===== src/hdl/qll_pkg.sv =====
package qll_pkg;
	// ----------------------------------------
	// Register map: indices, byte address = 4 * index
	// ----------------------------------------
	localparam int ADDR_W = 12;
	localparam logic [ADDR_W-1:0] IDX_TIMERS = 12'h02c;
	localparam logic [ADDR_W-1:0] IDX_CTRL = 12'h02d;
	localparam logic [ADDR_W-1:0] IDX_THRESH = 12'h02e;
	localparam logic [ADDR_W-1:0] IDX_CFG3 = 12'h031;
	localparam logic [ADDR_W-1:0] IDX_IRQ_STAT = 12'h040;
	localparam logic [ADDR_W-1:0] IDX_IRQ_MASK = 12'h041;
	localparam logic [ADDR_W-1:0] IDX_XOVER = 12'h042;

	localparam logic [15:0] RST_TIMERS = 16'h141f;
	localparam logic [15:0] RST_CTRL = 16'h0000;
	localparam logic [15:0] RST_THRESH = 16'h0221;
	localparam logic [15:0] RST_CFG3 = 16'h10b0;
	localparam logic [15:0] WMASK_TIMERS = 16'h3fff;
	localparam logic [15:0] WMASK_CTRL = 16'hc01f;
	localparam logic [15:0] WMASK_THRESH = 16'h0777;
	localparam logic [15:0] WMASK_CFG3 = 16'h71fd;

	// ----------------------------------------
	// Field positions
	// ----------------------------------------
	localparam int LWIN_LSB = 9;
	localparam int FAST_LSB = 4;
	localparam int SLOW_LSB = 0;
	localparam int FORCE_BIT = 15;
	localparam int SKIP_BIT = 14;
	localparam int STUCK_BIT = 13;
	localparam int LATCH_LSB = 8;
	localparam int MODES_LSB = 0;
	localparam int EWIN_LSB = 8;
	localparam int EON_LSB = 4;
	localparam int ELOST_LSB = 0;
	localparam int AN_LSB = 5;
	localparam int NCRIT = 5;
	localparam int IRQ_W = 7;
	localparam int IRQ_DROP = 5;
	localparam int IRQ_AN = 6;
	localparam int XO_EN_BIT = 0;
	localparam int XO_ROBUST_BIT = 1;

	localparam logic [1:0] RESP_OKAY = 2'h0;
	localparam logic [1:0] RESP_SLVERR = 2'h2;

	// ----------------------------------------
	// Timing
	// ----------------------------------------
	localparam int CLK_PERIOD_NS = 5;
	localparam int OBS_STEP_NS = 1000;
	localparam int OBS_STEP_CYC = OBS_STEP_NS / CLK_PERIOD_NS;
	localparam int MAX_WAIT_NS = 10000;
	localparam int MAX_WAIT_CYC = MAX_WAIT_NS / CLK_PERIOD_NS;
	localparam int ENERGY_STEP_CYC = 8;
	localparam int FAST_STEP_NS = 4000000;
	localparam int FAST_STEP_CYC = FAST_STEP_NS / CLK_PERIOD_NS;
	localparam int ROBUST_TOTAL_NS = 500000000;
	localparam int ROBUST_DEFAULT_VAL = 15;
	localparam int ROBUST_STEP_CYC = ROBUST_TOTAL_NS / ROBUST_DEFAULT_VAL / CLK_PERIOD_NS;
	localparam int AN_T0_NS = 1600000;
	localparam int AN_T1_NS = 2000;
	localparam int AN_T2_NS = 800000;
	localparam int AN_T3_NS = 11000000;
	localparam int AN_T0_CYC = AN_T0_NS / CLK_PERIOD_NS;
	localparam int AN_T1_CYC = AN_T1_NS / CLK_PERIOD_NS;
	localparam int AN_T2_CYC = AN_T2_NS / CLK_PERIOD_NS;
	localparam int AN_T3_CYC = AN_T3_NS / CLK_PERIOD_NS;

	// Receive-path indications, same bit order as the criterion enables
	typedef struct packed {
		logic descr_loss;
		logic rx_err;
		logic mlt3_err;
		logic mse_bad;
		logic energy_lost;
	} qll_crit_t;

	typedef enum logic [1:0] {LINK_OK, WAIT_MAX, LINK_DOWN} qll_link_t;
endpackage : qll_pkg


===== src/hdl/qll_energy_acc.sv =====
`timescale 1ns/1ps
module qll_energy_acc (
	input wire logic clk_in,
	input wire logic rst_in,
	input wire logic energy_det_in,
	input wire logic [2:0] window_in,
	input wire logic [2:0] on_thr_in,
	input wire logic [2:0] lost_thr_in,
	output logic present_out,
	output logic lost_out
);
	logic [2:0] step_cnt_reg;
	logic [2:0] win_cnt_reg;
	logic [6:0] acc_reg;
	logic [6:0] acc_next;
	wire step_end = step_cnt_reg == 3'(qll_pkg::ENERGY_STEP_CYC - 1);
	wire win_end = step_end && (win_cnt_reg == window_in);

	assign acc_next = acc_reg + {6'h00, energy_det_in};

	always_ff @(posedge clk_in or posedge rst_in) begin
		if (rst_in) begin
			step_cnt_reg <= 3'h0;
			win_cnt_reg <= 3'h0;
			acc_reg <= 7'h00;
			present_out <= 1'b0;
			lost_out <= 1'b0;
		end else begin
			step_cnt_reg <= step_cnt_reg + 3'h1;
			if (step_end) begin
				win_cnt_reg <= win_end ? 3'h0 : win_cnt_reg + 3'h1;
			end
			acc_reg <= win_end ? 7'h00 : acc_next;
			if (win_end) begin
				present_out <= acc_next > {4'h0, on_thr_in};
				lost_out <= acc_next < {4'h0, lost_thr_in};
			end
		end
	end
endmodule : qll_energy_acc


===== src/hdl/qll_top.sv =====
// The AXI4-Lite slave port was chosen for this implementation.
`timescale 1ns/1ps
// What this block does
// - Loss criteria are judged over an observation window set by a five-bit count, default near ten microseconds.
// - In forced-100M fast crossover mode the pair mapping flips after a short five-bit interval, default near 4 ms.
// - In robust crossover mode the pair mapping flips after a four-bit interval, default near half a second.
// - With forced drop enabled, the link drops and transmit stops whenever no signal is received.
// - With the skip bit set, the maximum-wait stage is bypassed and the link drops at once.
// - Five read-only event bits latch high on their event and clear when software reads that register.
// - Five independent enables select energy loss, MSE, MLT-3 errors, receive error and descrambler sync loss.
// - Energy-detector output is accumulated over a window set by a three-bit field, default 2.
// - Energy present is flagged when the accumulator exceeds a three-bit threshold, default 2.
// - Energy lost is flagged when the accumulator falls below a separate three-bit threshold, default 1.
// - The SGMII negotiation timer lasts 1.6 ms, 2 us, 800 us or 11 ms by a two-bit code, reset code 01.
module qll_top #(
	parameter int FAST_STEP_CYC = qll_pkg::FAST_STEP_CYC,
	parameter int ROBUST_STEP_CYC = qll_pkg::ROBUST_STEP_CYC,
	parameter int AN_T0_CYC = qll_pkg::AN_T0_CYC,
	parameter int AN_T2_CYC = qll_pkg::AN_T2_CYC,
	parameter int AN_T3_CYC = qll_pkg::AN_T3_CYC
) (
	input wire logic CLOCK_IN,
	input wire logic RST_IN,
	input wire logic [11:0] S_AXI_AWADDR,
	input wire logic S_AXI_AWVALID,
	output logic S_AXI_AWREADY,
	input wire logic [31:0] S_AXI_WDATA,
	input wire logic [3:0] S_AXI_WSTRB,
	input wire logic S_AXI_WVALID,
	output logic S_AXI_WREADY,
	output logic [1:0] S_AXI_BRESP,
	output logic S_AXI_BVALID,
	input wire logic S_AXI_BREADY,
	input wire logic [11:0] S_AXI_ARADDR,
	input wire logic S_AXI_ARVALID,
	output logic S_AXI_ARREADY,
	output logic [31:0] S_AXI_RDATA,
	output logic [1:0] S_AXI_RRESP,
	output logic S_AXI_RVALID,
	input wire logic S_AXI_RREADY,
	input wire logic ENERGY_DET_IN,
	input wire logic MSE_BAD_IN,
	input wire logic MLT3_ERR_IN,
	input wire logic RX_ERR_IN,
	input wire logic DESCR_LOSS_IN,
	input wire logic SIGNAL_DET_IN,
	input wire logic SLICER_STUCK_IN,
	input wire logic AN_START_IN,
	output logic LINK_DOWN_OUT,
	output logic TX_STOP_OUT,
	output logic MDIX_OUT,
	output logic AN_DONE_OUT,
	output logic IRQ_OUT
);
	// ----------------------------------------
	// Input synchronisers
	// ----------------------------------------
	localparam int NSYNC = 8;
	logic [NSYNC-1:0] sync1_reg;
	logic [NSYNC-1:0] sync2_reg;
	wire [NSYNC-1:0] raw_in = {AN_START_IN, SLICER_STUCK_IN, SIGNAL_DET_IN, DESCR_LOSS_IN,
		RX_ERR_IN, MLT3_ERR_IN, MSE_BAD_IN, ENERGY_DET_IN};
	genvar gi;
	generate
		for (gi = 0; gi < NSYNC; gi++) begin : g_sync
			always_ff @(posedge CLOCK_IN or posedge RST_IN) begin
				if (RST_IN) begin
					sync1_reg[gi] <= 1'b0;
					sync2_reg[gi] <= 1'b0;
				end else begin
					sync1_reg[gi] <= raw_in[gi];
					sync2_reg[gi] <= sync1_reg[gi];
				end
			end
		end
	endgenerate
	wire energy_det = sync2_reg[0];
	wire sig_det = sync2_reg[5];
	wire stuck = sync2_reg[6];
	wire an_start = sync2_reg[7];

	// ----------------------------------------
	// Registers
	// ----------------------------------------
	logic [15:0] timers_reg;
	logic [15:0] ctrl_reg;
	logic [15:0] thresh_reg;
	logic [15:0] cfg3_reg;
	logic [qll_pkg::IRQ_W-1:0] irq_stat_reg;
	logic [qll_pkg::IRQ_W-1:0] irq_mask_reg;
	logic [1:0] xo_ctl_reg;
	logic [qll_pkg::NCRIT-1:0] latch_reg;

	wire [4:0] loss_window_count = timers_reg[qll_pkg::LWIN_LSB +: 5];
	wire [4:0] quick_crossover_interval = timers_reg[qll_pkg::FAST_LSB +: 5];
	wire [3:0] slow_crossover_interval = timers_reg[qll_pkg::SLOW_LSB +: 4];
	wire force_drop = ctrl_reg[qll_pkg::FORCE_BIT];
	wire skip_wait_stage = ctrl_reg[qll_pkg::SKIP_BIT];
	wire [4:0] crit_enable = ctrl_reg[qll_pkg::MODES_LSB +: 5];
	wire [2:0] energy_accum_window = thresh_reg[qll_pkg::EWIN_LSB +: 3];
	wire [2:0] energy_present_threshold = thresh_reg[qll_pkg::EON_LSB +: 3];
	wire [2:0] energy_absent_threshold = thresh_reg[qll_pkg::ELOST_LSB +: 3];
	wire [1:0] serial_negotiation_duration = cfg3_reg[qll_pkg::AN_LSB +: 2];

	// ----------------------------------------
	// AXI4-Lite slave
	// ----------------------------------------
	logic aw_have_reg;
	logic w_have_reg;
	logic [11:0] waddr_reg;
	logic [31:0] wdata_reg;
	logic [3:0] wstrb_reg;

	function automatic logic [15:0] merge16(input logic [15:0] old_v, input logic [31:0] d,
		input logic [3:0] s, input logic [15:0] m);
		logic [15:0] v;
		v = old_v;
		if (s[0]) v[7:0] = d[7:0];
		if (s[1]) v[15:8] = d[15:8];
		return (v & m) | (old_v & ~m);
	endfunction : merge16

	wire aw_take = S_AXI_AWVALID && S_AXI_AWREADY;
	wire w_take = S_AXI_WVALID && S_AXI_WREADY;
	wire do_write = aw_have_reg && w_have_reg && !S_AXI_BVALID;
	wire [11:0] widx = {2'h0, waddr_reg[11:2]};
	wire wr_timers = do_write && widx == qll_pkg::IDX_TIMERS;
	wire wr_ctrl = do_write && widx == qll_pkg::IDX_CTRL;
	wire wr_thresh = do_write && widx == qll_pkg::IDX_THRESH;
	wire wr_cfg3 = do_write && widx == qll_pkg::IDX_CFG3;
	wire wr_stat = do_write && widx == qll_pkg::IDX_IRQ_STAT;
	wire wr_mask = do_write && widx == qll_pkg::IDX_IRQ_MASK;
	wire wr_xo = do_write && widx == qll_pkg::IDX_XOVER;
	wire wr_hit = wr_timers || wr_ctrl || wr_thresh || wr_cfg3 || wr_stat || wr_mask || wr_xo;
	wire ro_write = do_write && !wr_hit;
	// Next mask value, so the interrupt level never lags a mask write
	wire [qll_pkg::IRQ_W-1:0] irq_mask_next = (wr_mask && wstrb_reg[0]) ? wdata_reg[qll_pkg::IRQ_W-1:0] : irq_mask_reg;

	wire ar_take = S_AXI_ARVALID && S_AXI_ARREADY;
	wire [11:0] ridx = {2'h0, S_AXI_ARADDR[11:2]};
	wire rd_ctrl = ar_take && ridx == qll_pkg::IDX_CTRL;
	wire [15:0] ctrl_view = {ctrl_reg[15:14], stuck, latch_reg, 3'h0, ctrl_reg[4:0]};
	logic [15:0] rd_mux;
	logic rd_ok;
	always_comb begin
		rd_ok = 1'b1;
		case (ridx)
			qll_pkg::IDX_TIMERS: rd_mux = timers_reg;
			qll_pkg::IDX_CTRL: rd_mux = ctrl_view;
			qll_pkg::IDX_THRESH: rd_mux = thresh_reg;
			qll_pkg::IDX_CFG3: rd_mux = cfg3_reg;
			qll_pkg::IDX_IRQ_STAT: rd_mux = {9'h000, irq_stat_reg};
			qll_pkg::IDX_IRQ_MASK: rd_mux = {9'h000, irq_mask_reg};
			qll_pkg::IDX_XOVER: rd_mux = {14'h0000, xo_ctl_reg};
			default: begin
				rd_mux = 16'h0000;
				rd_ok = 1'b0;
			end
		endcase
	end

	always_ff @(posedge CLOCK_IN or posedge RST_IN) begin
		if (RST_IN) begin
			S_AXI_AWREADY <= 1'b1;
			S_AXI_WREADY <= 1'b1;
			aw_have_reg <= 1'b0;
			w_have_reg <= 1'b0;
			waddr_reg <= 12'h000;
			wdata_reg <= 32'h0000_0000;
			wstrb_reg <= 4'h0;
			S_AXI_BVALID <= 1'b0;
			S_AXI_BRESP <= qll_pkg::RESP_OKAY;
		end else begin
			if (aw_take) begin
				aw_have_reg <= 1'b1;
				waddr_reg <= S_AXI_AWADDR;
				S_AXI_AWREADY <= 1'b0;
			end
			if (w_take) begin
				w_have_reg <= 1'b1;
				wdata_reg <= S_AXI_WDATA;
				wstrb_reg <= S_AXI_WSTRB;
				S_AXI_WREADY <= 1'b0;
			end
			if (do_write) begin
				aw_have_reg <= 1'b0;
				w_have_reg <= 1'b0;
				S_AXI_BVALID <= 1'b1;
				S_AXI_BRESP <= ro_write ? qll_pkg::RESP_SLVERR : qll_pkg::RESP_OKAY;
			end else if (S_AXI_BVALID && S_AXI_BREADY) begin
				S_AXI_BVALID <= 1'b0;
				S_AXI_AWREADY <= 1'b1;
				S_AXI_WREADY <= 1'b1;
			end
		end
	end

	always_ff @(posedge CLOCK_IN or posedge RST_IN) begin
		if (RST_IN) begin
			S_AXI_ARREADY <= 1'b1;
			S_AXI_RVALID <= 1'b0;
			S_AXI_RDATA <= 32'h0000_0000;
			S_AXI_RRESP <= qll_pkg::RESP_OKAY;
		end else if (ar_take) begin
			S_AXI_ARREADY <= 1'b0;
			S_AXI_RVALID <= 1'b1;
			S_AXI_RDATA <= {16'h0000, rd_mux};
			S_AXI_RRESP <= rd_ok ? qll_pkg::RESP_OKAY : qll_pkg::RESP_SLVERR;
		end else if (S_AXI_RVALID && S_AXI_RREADY) begin
			S_AXI_RVALID <= 1'b0;
			S_AXI_ARREADY <= 1'b1;
		end
	end

	always_ff @(posedge CLOCK_IN or posedge RST_IN) begin
		if (RST_IN) begin
			timers_reg <= qll_pkg::RST_TIMERS;
			ctrl_reg <= qll_pkg::RST_CTRL;
			thresh_reg <= qll_pkg::RST_THRESH;
			cfg3_reg <= qll_pkg::RST_CFG3;
			irq_mask_reg <= '0;
			xo_ctl_reg <= 2'h0;
		end else begin
			if (wr_timers) timers_reg <= merge16(timers_reg, wdata_reg, wstrb_reg, qll_pkg::WMASK_TIMERS);
			if (wr_ctrl) ctrl_reg <= merge16(ctrl_reg, wdata_reg, wstrb_reg, qll_pkg::WMASK_CTRL);
			if (wr_thresh) thresh_reg <= merge16(thresh_reg, wdata_reg, wstrb_reg, qll_pkg::WMASK_THRESH);
			if (wr_cfg3) cfg3_reg <= merge16(cfg3_reg, wdata_reg, wstrb_reg, qll_pkg::WMASK_CFG3);
			irq_mask_reg <= irq_mask_next;
			if (wr_xo && wstrb_reg[0]) xo_ctl_reg <= wdata_reg[1:0];
		end
	end

	// ----------------------------------------
	// Energy accumulator and criteria
	// ----------------------------------------
	logic energy_present;
	logic energy_lost;
	qll_energy_acc u_energy (
		.clk_in(CLOCK_IN),
		.rst_in(RST_IN),
		.energy_det_in(energy_det),
		.window_in(energy_accum_window),
		.on_thr_in(energy_present_threshold),
		.lost_thr_in(energy_absent_threshold),
		.present_out(energy_present),
		.lost_out(energy_lost)
	);
	qll_pkg::qll_crit_t crit_now;
	assign crit_now = '{descr_loss: sync2_reg[4], rx_err: sync2_reg[3], mlt3_err: sync2_reg[2],
		mse_bad: sync2_reg[1], energy_lost: energy_lost};

	// ----------------------------------------
	// Observation window
	// ----------------------------------------
	logic [7:0] obs_step_reg;
	logic [4:0] obs_win_reg;
	logic [qll_pkg::NCRIT-1:0] crit_seen_reg;
	wire obs_step_end = obs_step_reg == 8'(qll_pkg::OBS_STEP_CYC - 1);
	wire obs_end = obs_step_end && (obs_win_reg + 5'h1 >= loss_window_count);
	// Any enabled criterion seen during the window counts as met
	wire [qll_pkg::NCRIT-1:0] crit_hit = (crit_seen_reg | crit_now) & crit_enable;
	wire loss_hit = obs_end && (|crit_hit);
	always_ff @(posedge CLOCK_IN or posedge RST_IN) begin
		if (RST_IN) begin
			obs_step_reg <= 8'h00;
			obs_win_reg <= 5'h00;
			crit_seen_reg <= '0;
		end else begin
			obs_step_reg <= obs_step_end ? 8'h00 : obs_step_reg + 8'h01;
			if (obs_step_end) obs_win_reg <= obs_end ? 5'h00 : obs_win_reg + 5'h01;
			crit_seen_reg <= obs_end ? '0 : crit_seen_reg | crit_now;
			// New count restarts the window, so it never runs past a shortened count
			if (wr_timers) begin
				obs_step_reg <= 8'h00;
				obs_win_reg <= 5'h00;
			end
		end
	end

	// ----------------------------------------
	// Link drop state
	// ----------------------------------------
	qll_pkg::qll_link_t link_reg;
	qll_pkg::qll_link_t link_next;
	logic [11:0] wait_reg;
	wire no_signal_drop = force_drop && !sig_det;
	wire wait_done = wait_reg == 12'(qll_pkg::MAX_WAIT_CYC - 1);
	always_comb begin
		case (link_reg)
			qll_pkg::LINK_OK: begin
				if (no_signal_drop || (loss_hit && skip_wait_stage)) link_next = qll_pkg::LINK_DOWN;
				else if (loss_hit) link_next = qll_pkg::WAIT_MAX;
				else link_next = qll_pkg::LINK_OK;
			end
			qll_pkg::WAIT_MAX: link_next = (wait_done || no_signal_drop) ? qll_pkg::LINK_DOWN : qll_pkg::WAIT_MAX;
			qll_pkg::LINK_DOWN: begin
				// Recovery needs fresh energy and a quiet receive path
				link_next = (energy_present && crit_now == '0 && !no_signal_drop) ? qll_pkg::LINK_OK
					: qll_pkg::LINK_DOWN;
			end
			default: link_next = qll_pkg::LINK_OK;
		endcase
	end
	wire drop_now = link_next == qll_pkg::LINK_DOWN && link_reg != qll_pkg::LINK_DOWN;
	always_ff @(posedge CLOCK_IN or posedge RST_IN) begin
		if (RST_IN) begin
			link_reg <= qll_pkg::LINK_OK;
			wait_reg <= 12'h000;
			LINK_DOWN_OUT <= 1'b0;
			TX_STOP_OUT <= 1'b0;
		end else begin
			link_reg <= link_next;
			wait_reg <= (link_reg == qll_pkg::WAIT_MAX) ? wait_reg + 12'h001 : 12'h000;
			LINK_DOWN_OUT <= link_next == qll_pkg::LINK_DOWN;
			TX_STOP_OUT <= link_next == qll_pkg::LINK_DOWN;
		end
	end

	// ----------------------------------------
	// Event latch, cleared by reading; a new event wins
	// ----------------------------------------
	wire [qll_pkg::NCRIT-1:0] latch_set = loss_hit ? crit_hit : '0;
	always_ff @(posedge CLOCK_IN or posedge RST_IN) begin
		if (RST_IN) latch_reg <= '0;
		else latch_reg <= (rd_ctrl ? '0 : latch_reg) | latch_set;
	end

	// ----------------------------------------
	// Crossover timer
	// ----------------------------------------
	logic [23:0] xo_cyc_reg;
	logic [4:0] xo_step_reg;
	wire xo_robust = xo_ctl_reg[qll_pkg::XO_ROBUST_BIT];
	wire xo_run = xo_ctl_reg[qll_pkg::XO_EN_BIT] && !sig_det;
	wire [23:0] xo_step_last = xo_robust ? 24'(ROBUST_STEP_CYC - 1) : 24'(FAST_STEP_CYC - 1);
	wire [4:0] xo_steps = xo_robust ? {1'b0, slow_crossover_interval} : quick_crossover_interval;
	wire xo_flip = xo_run && xo_cyc_reg == xo_step_last && xo_step_reg + 5'h1 >= xo_steps;
	always_ff @(posedge CLOCK_IN or posedge RST_IN) begin
		if (RST_IN) begin
			xo_cyc_reg <= 24'h000000;
			xo_step_reg <= 5'h00;
			MDIX_OUT <= 1'b0;
		end else if (!xo_run) begin
			xo_cyc_reg <= 24'h000000;
			xo_step_reg <= 5'h00;
		end else begin
			xo_cyc_reg <= (xo_cyc_reg == xo_step_last) ? 24'h000000 : xo_cyc_reg + 24'h000001;
			if (xo_cyc_reg == xo_step_last) xo_step_reg <= xo_flip ? 5'h00 : xo_step_reg + 5'h01;
			if (xo_flip) MDIX_OUT <= !MDIX_OUT;
		end
	end

	// ----------------------------------------
	// SGMII negotiation timer
	// ----------------------------------------
	logic [21:0] an_cnt_reg;
	logic an_busy_reg;
	logic an_start_d_reg;
	logic [21:0] an_last;
	always_comb begin
		case (serial_negotiation_duration)
			2'h0: an_last = 22'(AN_T0_CYC - 1);
			2'h1: an_last = 22'(qll_pkg::AN_T1_CYC - 1);
			2'h2: an_last = 22'(AN_T2_CYC - 1);
			default: an_last = 22'(AN_T3_CYC - 1);
		endcase
	end
	wire an_fire = an_start && !an_start_d_reg;
	wire an_end = an_busy_reg && an_cnt_reg == an_last;
	always_ff @(posedge CLOCK_IN or posedge RST_IN) begin
		if (RST_IN) begin
			an_cnt_reg <= 22'h000000;
			an_busy_reg <= 1'b0;
			an_start_d_reg <= 1'b0;
			AN_DONE_OUT <= 1'b0;
		end else begin
			an_start_d_reg <= an_start;
			an_busy_reg <= an_fire || (an_busy_reg && !an_end);
			an_cnt_reg <= (an_fire || !an_busy_reg) ? 22'h000000 : an_cnt_reg + 22'h000001;
			AN_DONE_OUT <= an_end && !an_fire;
		end
	end

	// ----------------------------------------
	// Interrupts
	// ----------------------------------------
	wire [qll_pkg::IRQ_W-1:0] irq_set = {AN_DONE_OUT, drop_now, latch_set};
	wire [qll_pkg::IRQ_W-1:0] irq_clr = (wr_stat && wstrb_reg[0]) ? wdata_reg[qll_pkg::IRQ_W-1:0] : '0;
	always_ff @(posedge CLOCK_IN or posedge RST_IN) begin
		if (RST_IN) begin
			irq_stat_reg <= '0;
			IRQ_OUT <= 1'b0;
		end else begin
			irq_stat_reg <= (irq_stat_reg & ~irq_clr) | irq_set;
			IRQ_OUT <= |(((irq_stat_reg & ~irq_clr) | irq_set) & irq_mask_next);
		end
	end
endmodule : qll_top


===== config.mk =====
export PLATFORM = sky130hd
export DESIGN_NAME = qll_top
export DESIGN_NICKNAME = d
export VERILOG_FILES = /design/src/hdl/qll_pkg.sv /design/src/hdl/qll_energy_acc.sv /design/src/hdl/qll_top.sv
export SDC_FILE = /design/constraint.sdc
export NUM_CORES = 1
export LEC_CHECK = 0
export BUFFER_PORTS_ARGS = -buffer_cell sky130_fd_sc_hd__buf_2
export CELL_PAD_IN_SITES_DETAIL_PLACEMENT = 1
export CELL_PAD_IN_SITES_GLOBAL_PLACEMENT = 1
export CORE_AREA = 2 2 151 153
export DETAILED_ROUTE_END_ITERATION = 6
export DIE_AREA = 0 0 153 155
export GPL_TIMING_DRIVEN = 1
export PLACE_DENSITY_LB_ADDON = 0.1
export SYNTH_ARGS = -nofsm -noshare
export SYNTH_HDL_FRONTEND = slang
export SYNTH_SLANG_ARGS = --single-unit

===== constraint.sdc =====
create_clock -name CLOCK_IN -period 19 [get_ports CLOCK_IN]
set_clock_uncertainty 0.1 [all_clocks]
set_input_delay 3.8 -clock CLOCK_IN [delete_from_list [all_inputs] [get_ports CLOCK_IN]]
set_output_delay 3.8 -clock CLOCK_IN [all_outputs]
set_load 0.05 [all_outputs]

==> qor.yml <==
status: "completed"
crit_path_top_delay_cell: "nor2_1"
worst_path_most_repeated_cell: "nand2_1"
clk_pin_slew_worst_paths_ns: 0.06
drc: 0
ys_warn_count: 0
grt.total_usage_pct: 22.4
use_met2_pct: 37.4
hold_viol: 0
vias_per_cell: 5.54
cts_hold_buf: 0
drtAntennaViolNets: 0
row_count: 55
pwr_density_cell_nw_per_um2: 105
worstSetupPathType: "input port to flop"
yosysSeqAreaShare_pct: 54.6
synthArstFlopShare_pct: 100
clock-sinks: 235
ios: 121
yosysTopAreaCell: "dfrtp_1"
rsz0062_at_grt: "false"
synth_area_leaders: "dfrtp_1 (50%), mux2_2 (6.6%), dfstp_2 (4.1%)"
worst_pin_slew_ns: 1.18
cts_tree: "yes"
synth_top_area_share_pct: 50.5
dieHeight_microns: 155
synth_top_family_by_area: "simple AND/OR/NAND/NOR gates"
fin_util_pct: 55.6
grtUsageMet1_pct: 31.1
wire_per_inst_microns: 18.8
maxSlewViolCount: 0
netlist_area_sq_um: 10800
setup_violations: 0
h-tree-depth: 1
synth_xor_area_share_pct: 5.75
routabilityCongestion: 0.806
crit_chain: "buf_2 -> or4b_2 -> nor2_1 -> nand2_1 -> nand2_1 -> o21ai_0"
post_cts.repair.setup_buffers: 0
leakagePower_uw: 0.00568
core_region_area_sq_um: 22200
synthMuxAreaShare_pct: 7.73
startpoint_type: "input port"
grt_pass1_wl_mm: 43.1
min-delay-path-class: "flop to flop"
timing.max_cap.violations: 0
diodes: 0
max_freq_mhz: 170
grt_max_degree: 88
required_ns: 19.29
cp_max_fo: 14
synth-seq-cells: 235
maxSlewHeadroom_pct: 20.8
syn_to_final_growth_pct: 14.4
clk_latency_ns: 0.54
grt_pass1_vias: 8163
syn_inst: 985
vdd_drop_max_mv: 0.0686
synth_simple_gate_area_share_pct: 16.3
initial_core_util_pct: 48.6
antenna_found_initial: 0
grt-busiest-layer: "met2"
synth_edf_count: 0
cp-end-kind: "flop"
grt_overflow: 0
cts_max_path_buffers: 3
slowest_delay_ns: 0.94
die-area_sq_um: 23700
place_area_sq_um: 11400
stdcell_area_sq_um: 12400
clock-root-buffer: "clkbuf_16"
fin_crit_sh_pct: 30.9
largest_reg_flops: 24
synth_fa_ha_area_share_pct: 3.47
numPortBuffers: 80
cts_buffers: 27
pre_cts_ws_ns: 12.54
wirelength_mm: 25.9
final.setup.worst_slack_ns: 13.12
drive_gt1_share_pct: 20.9
worst_hold_slack_ns: 0.248
cts-resized-gates: 0
synth_compound_area_share_pct: 8.58
synth_ff_type: "dfrtp_1"
yosys.cell_types.count: 66
tns_ns: 0
dpl.hpwl_mm: 18.3
min_period_ns: 5.88
arrival_ns: 6.17
die_w_microns: 153
grt.met3_usage_pct: 2.90
drt_iter0_markers: 325
vias: 7645
first_pass_iters: 4
synth.avg_cell_area_sq_um: 11.0
nets: 1179
layout by cell type (no fill, tap or decap), types with 3 or more instances in the layout:
cell type,synthesis,routed
a21boi_0,3,3
a21o_1,5,5
a21oi_1,17,17
a222oi_1,8,8
a22o_1,12,12
a22oi_1,13,13
and2_1,10,10
and3_1,10,10
and4_1,4,4
buf_2,3,80
buf_4,20,4
bufinv_16,0,4
clkbuf_16,0,27
clkbuf_8,0,4
clkinv_2,0,11
conb_1,1,18
dfrtp_1,218,218
dfstp_2,17,17
ha_1,30,30
inv_1,39,38
mux2_2,63,63
mux2i_1,10,10
nand2_1,90,90
nand2b_1,13,13
nand3_1,47,47
nand3b_1,4,4
nand4_1,19,19
nor2_1,91,91
nor2b_1,8,8
nor3_1,11,11
nor4_1,5,5
nor4b_1,6,6
o21a_1,5,5
o21ai_0,58,58
o22ai_1,3,3
o31ai_1,3,3
or2_2,3,3
or3_1,8,8
xnor2_1,32,32
xor2_1,39,39
through the flow:
step                      std cells  total power (uW)
after floorplan                1002               713
after global placement         1330               758
after detailed placement       1330               765
after CTS                      1380              1310
after global routing           1380              1350
final                          1380              1300
final cells by class:
class | instances | area (sq um)
Multi-Input combinational cell | 686 | 4590
Tap cell | 285 | 357
Clock buffer | 33 | 738
Inverter | 40 | 158
Clock inverter | 17 | 193
Fill cell | 2407 | 9860
Sequential cell | 235 | 5900
Timing Repair Buffer | 84 | 430
kinds of logic (layout without fill, tap and decap cells):
family	count (synthesis)	after routing
simple gates	350	350
flops	235	235
compound gates	142	142
buf+inv	81	174
mux	75	75
xor+xnor	71	71
fa+ha+maj	30	30
other cells	1	18
path summary, 6_finish.rpt:
kind                                          start                    endpoint  slack, ns  cells after the start
min in group asynchronous                    RST_IN    xo_cyc_reg[20]$_DFF_PP0_       3.23                      2
max reg2reg                waddr_reg[6]$_DFFE_PP0P_           IRQ_OUT$_DFF_PP0_      15.92                      6
max in group asynchronous                    RST_IN  crit_seen_reg[4]$_DFF_PP0_      14.11                      3
min                          sync1_reg[2]$_DFF_PP0_       crit_now[2]$_DFF_PP0_       0.25                      0
max                                 S_AXI_ARADDR[3]      latch_reg[3]$_DFF_PP0_      13.12                      6
min reg2reg                  sync1_reg[2]$_DFF_PP0_       crit_now[2]$_DFF_PP0_       0.25                      0
critical path: cells and delay by family:
kind            cells  cell delay [ns]
simple gates        4             2.13
compound gates      1             0.09
buf+inv             1             0.14
where the power goes:
part | total [uW] | switching (uW) | leakage [uW] | internal [uW]
Combinational | 145 | 85.4 | 0.00218 | 59.6
Sequential | 610 | 55.0 | 0.00303 | 555
Clock | 543 | 213 | 0.000472 | 330
synth_stat cells, types with 4 or more instances:
cell and count:
nand2_1 90, dfrtp_1 218, nor4b_1 6, xnor2_1 32, nand3b_1 4, a22o_1 12, mux2_2 63, and2_1 10
o21ai_0 58, and4_1 4, clkbuf_1 17, xor2_1 39, o21a_1 5, and3_1 10, mux2i_1 10, a222oi_1 8
nand2b_1 13, a21oi_1 17, nor3_1 11, nor2b_1 8, a21o_1 5, nand4_1 19, or3_1 8, buf_4 20
nor2_1 91, a22oi_1 13, nor4_1 5, nand3_1 47, ha_1 30, inv_1 39, dfstp_2 17
layer usage:
metal  up-vias  wire length, microns
met3        39                   956
met1      3886                 12100
met2       128                 12400
met5         -                     0
li1       3592                     -
met4         0                   536
Note: power is estimated with default switching activity, not from simulation.
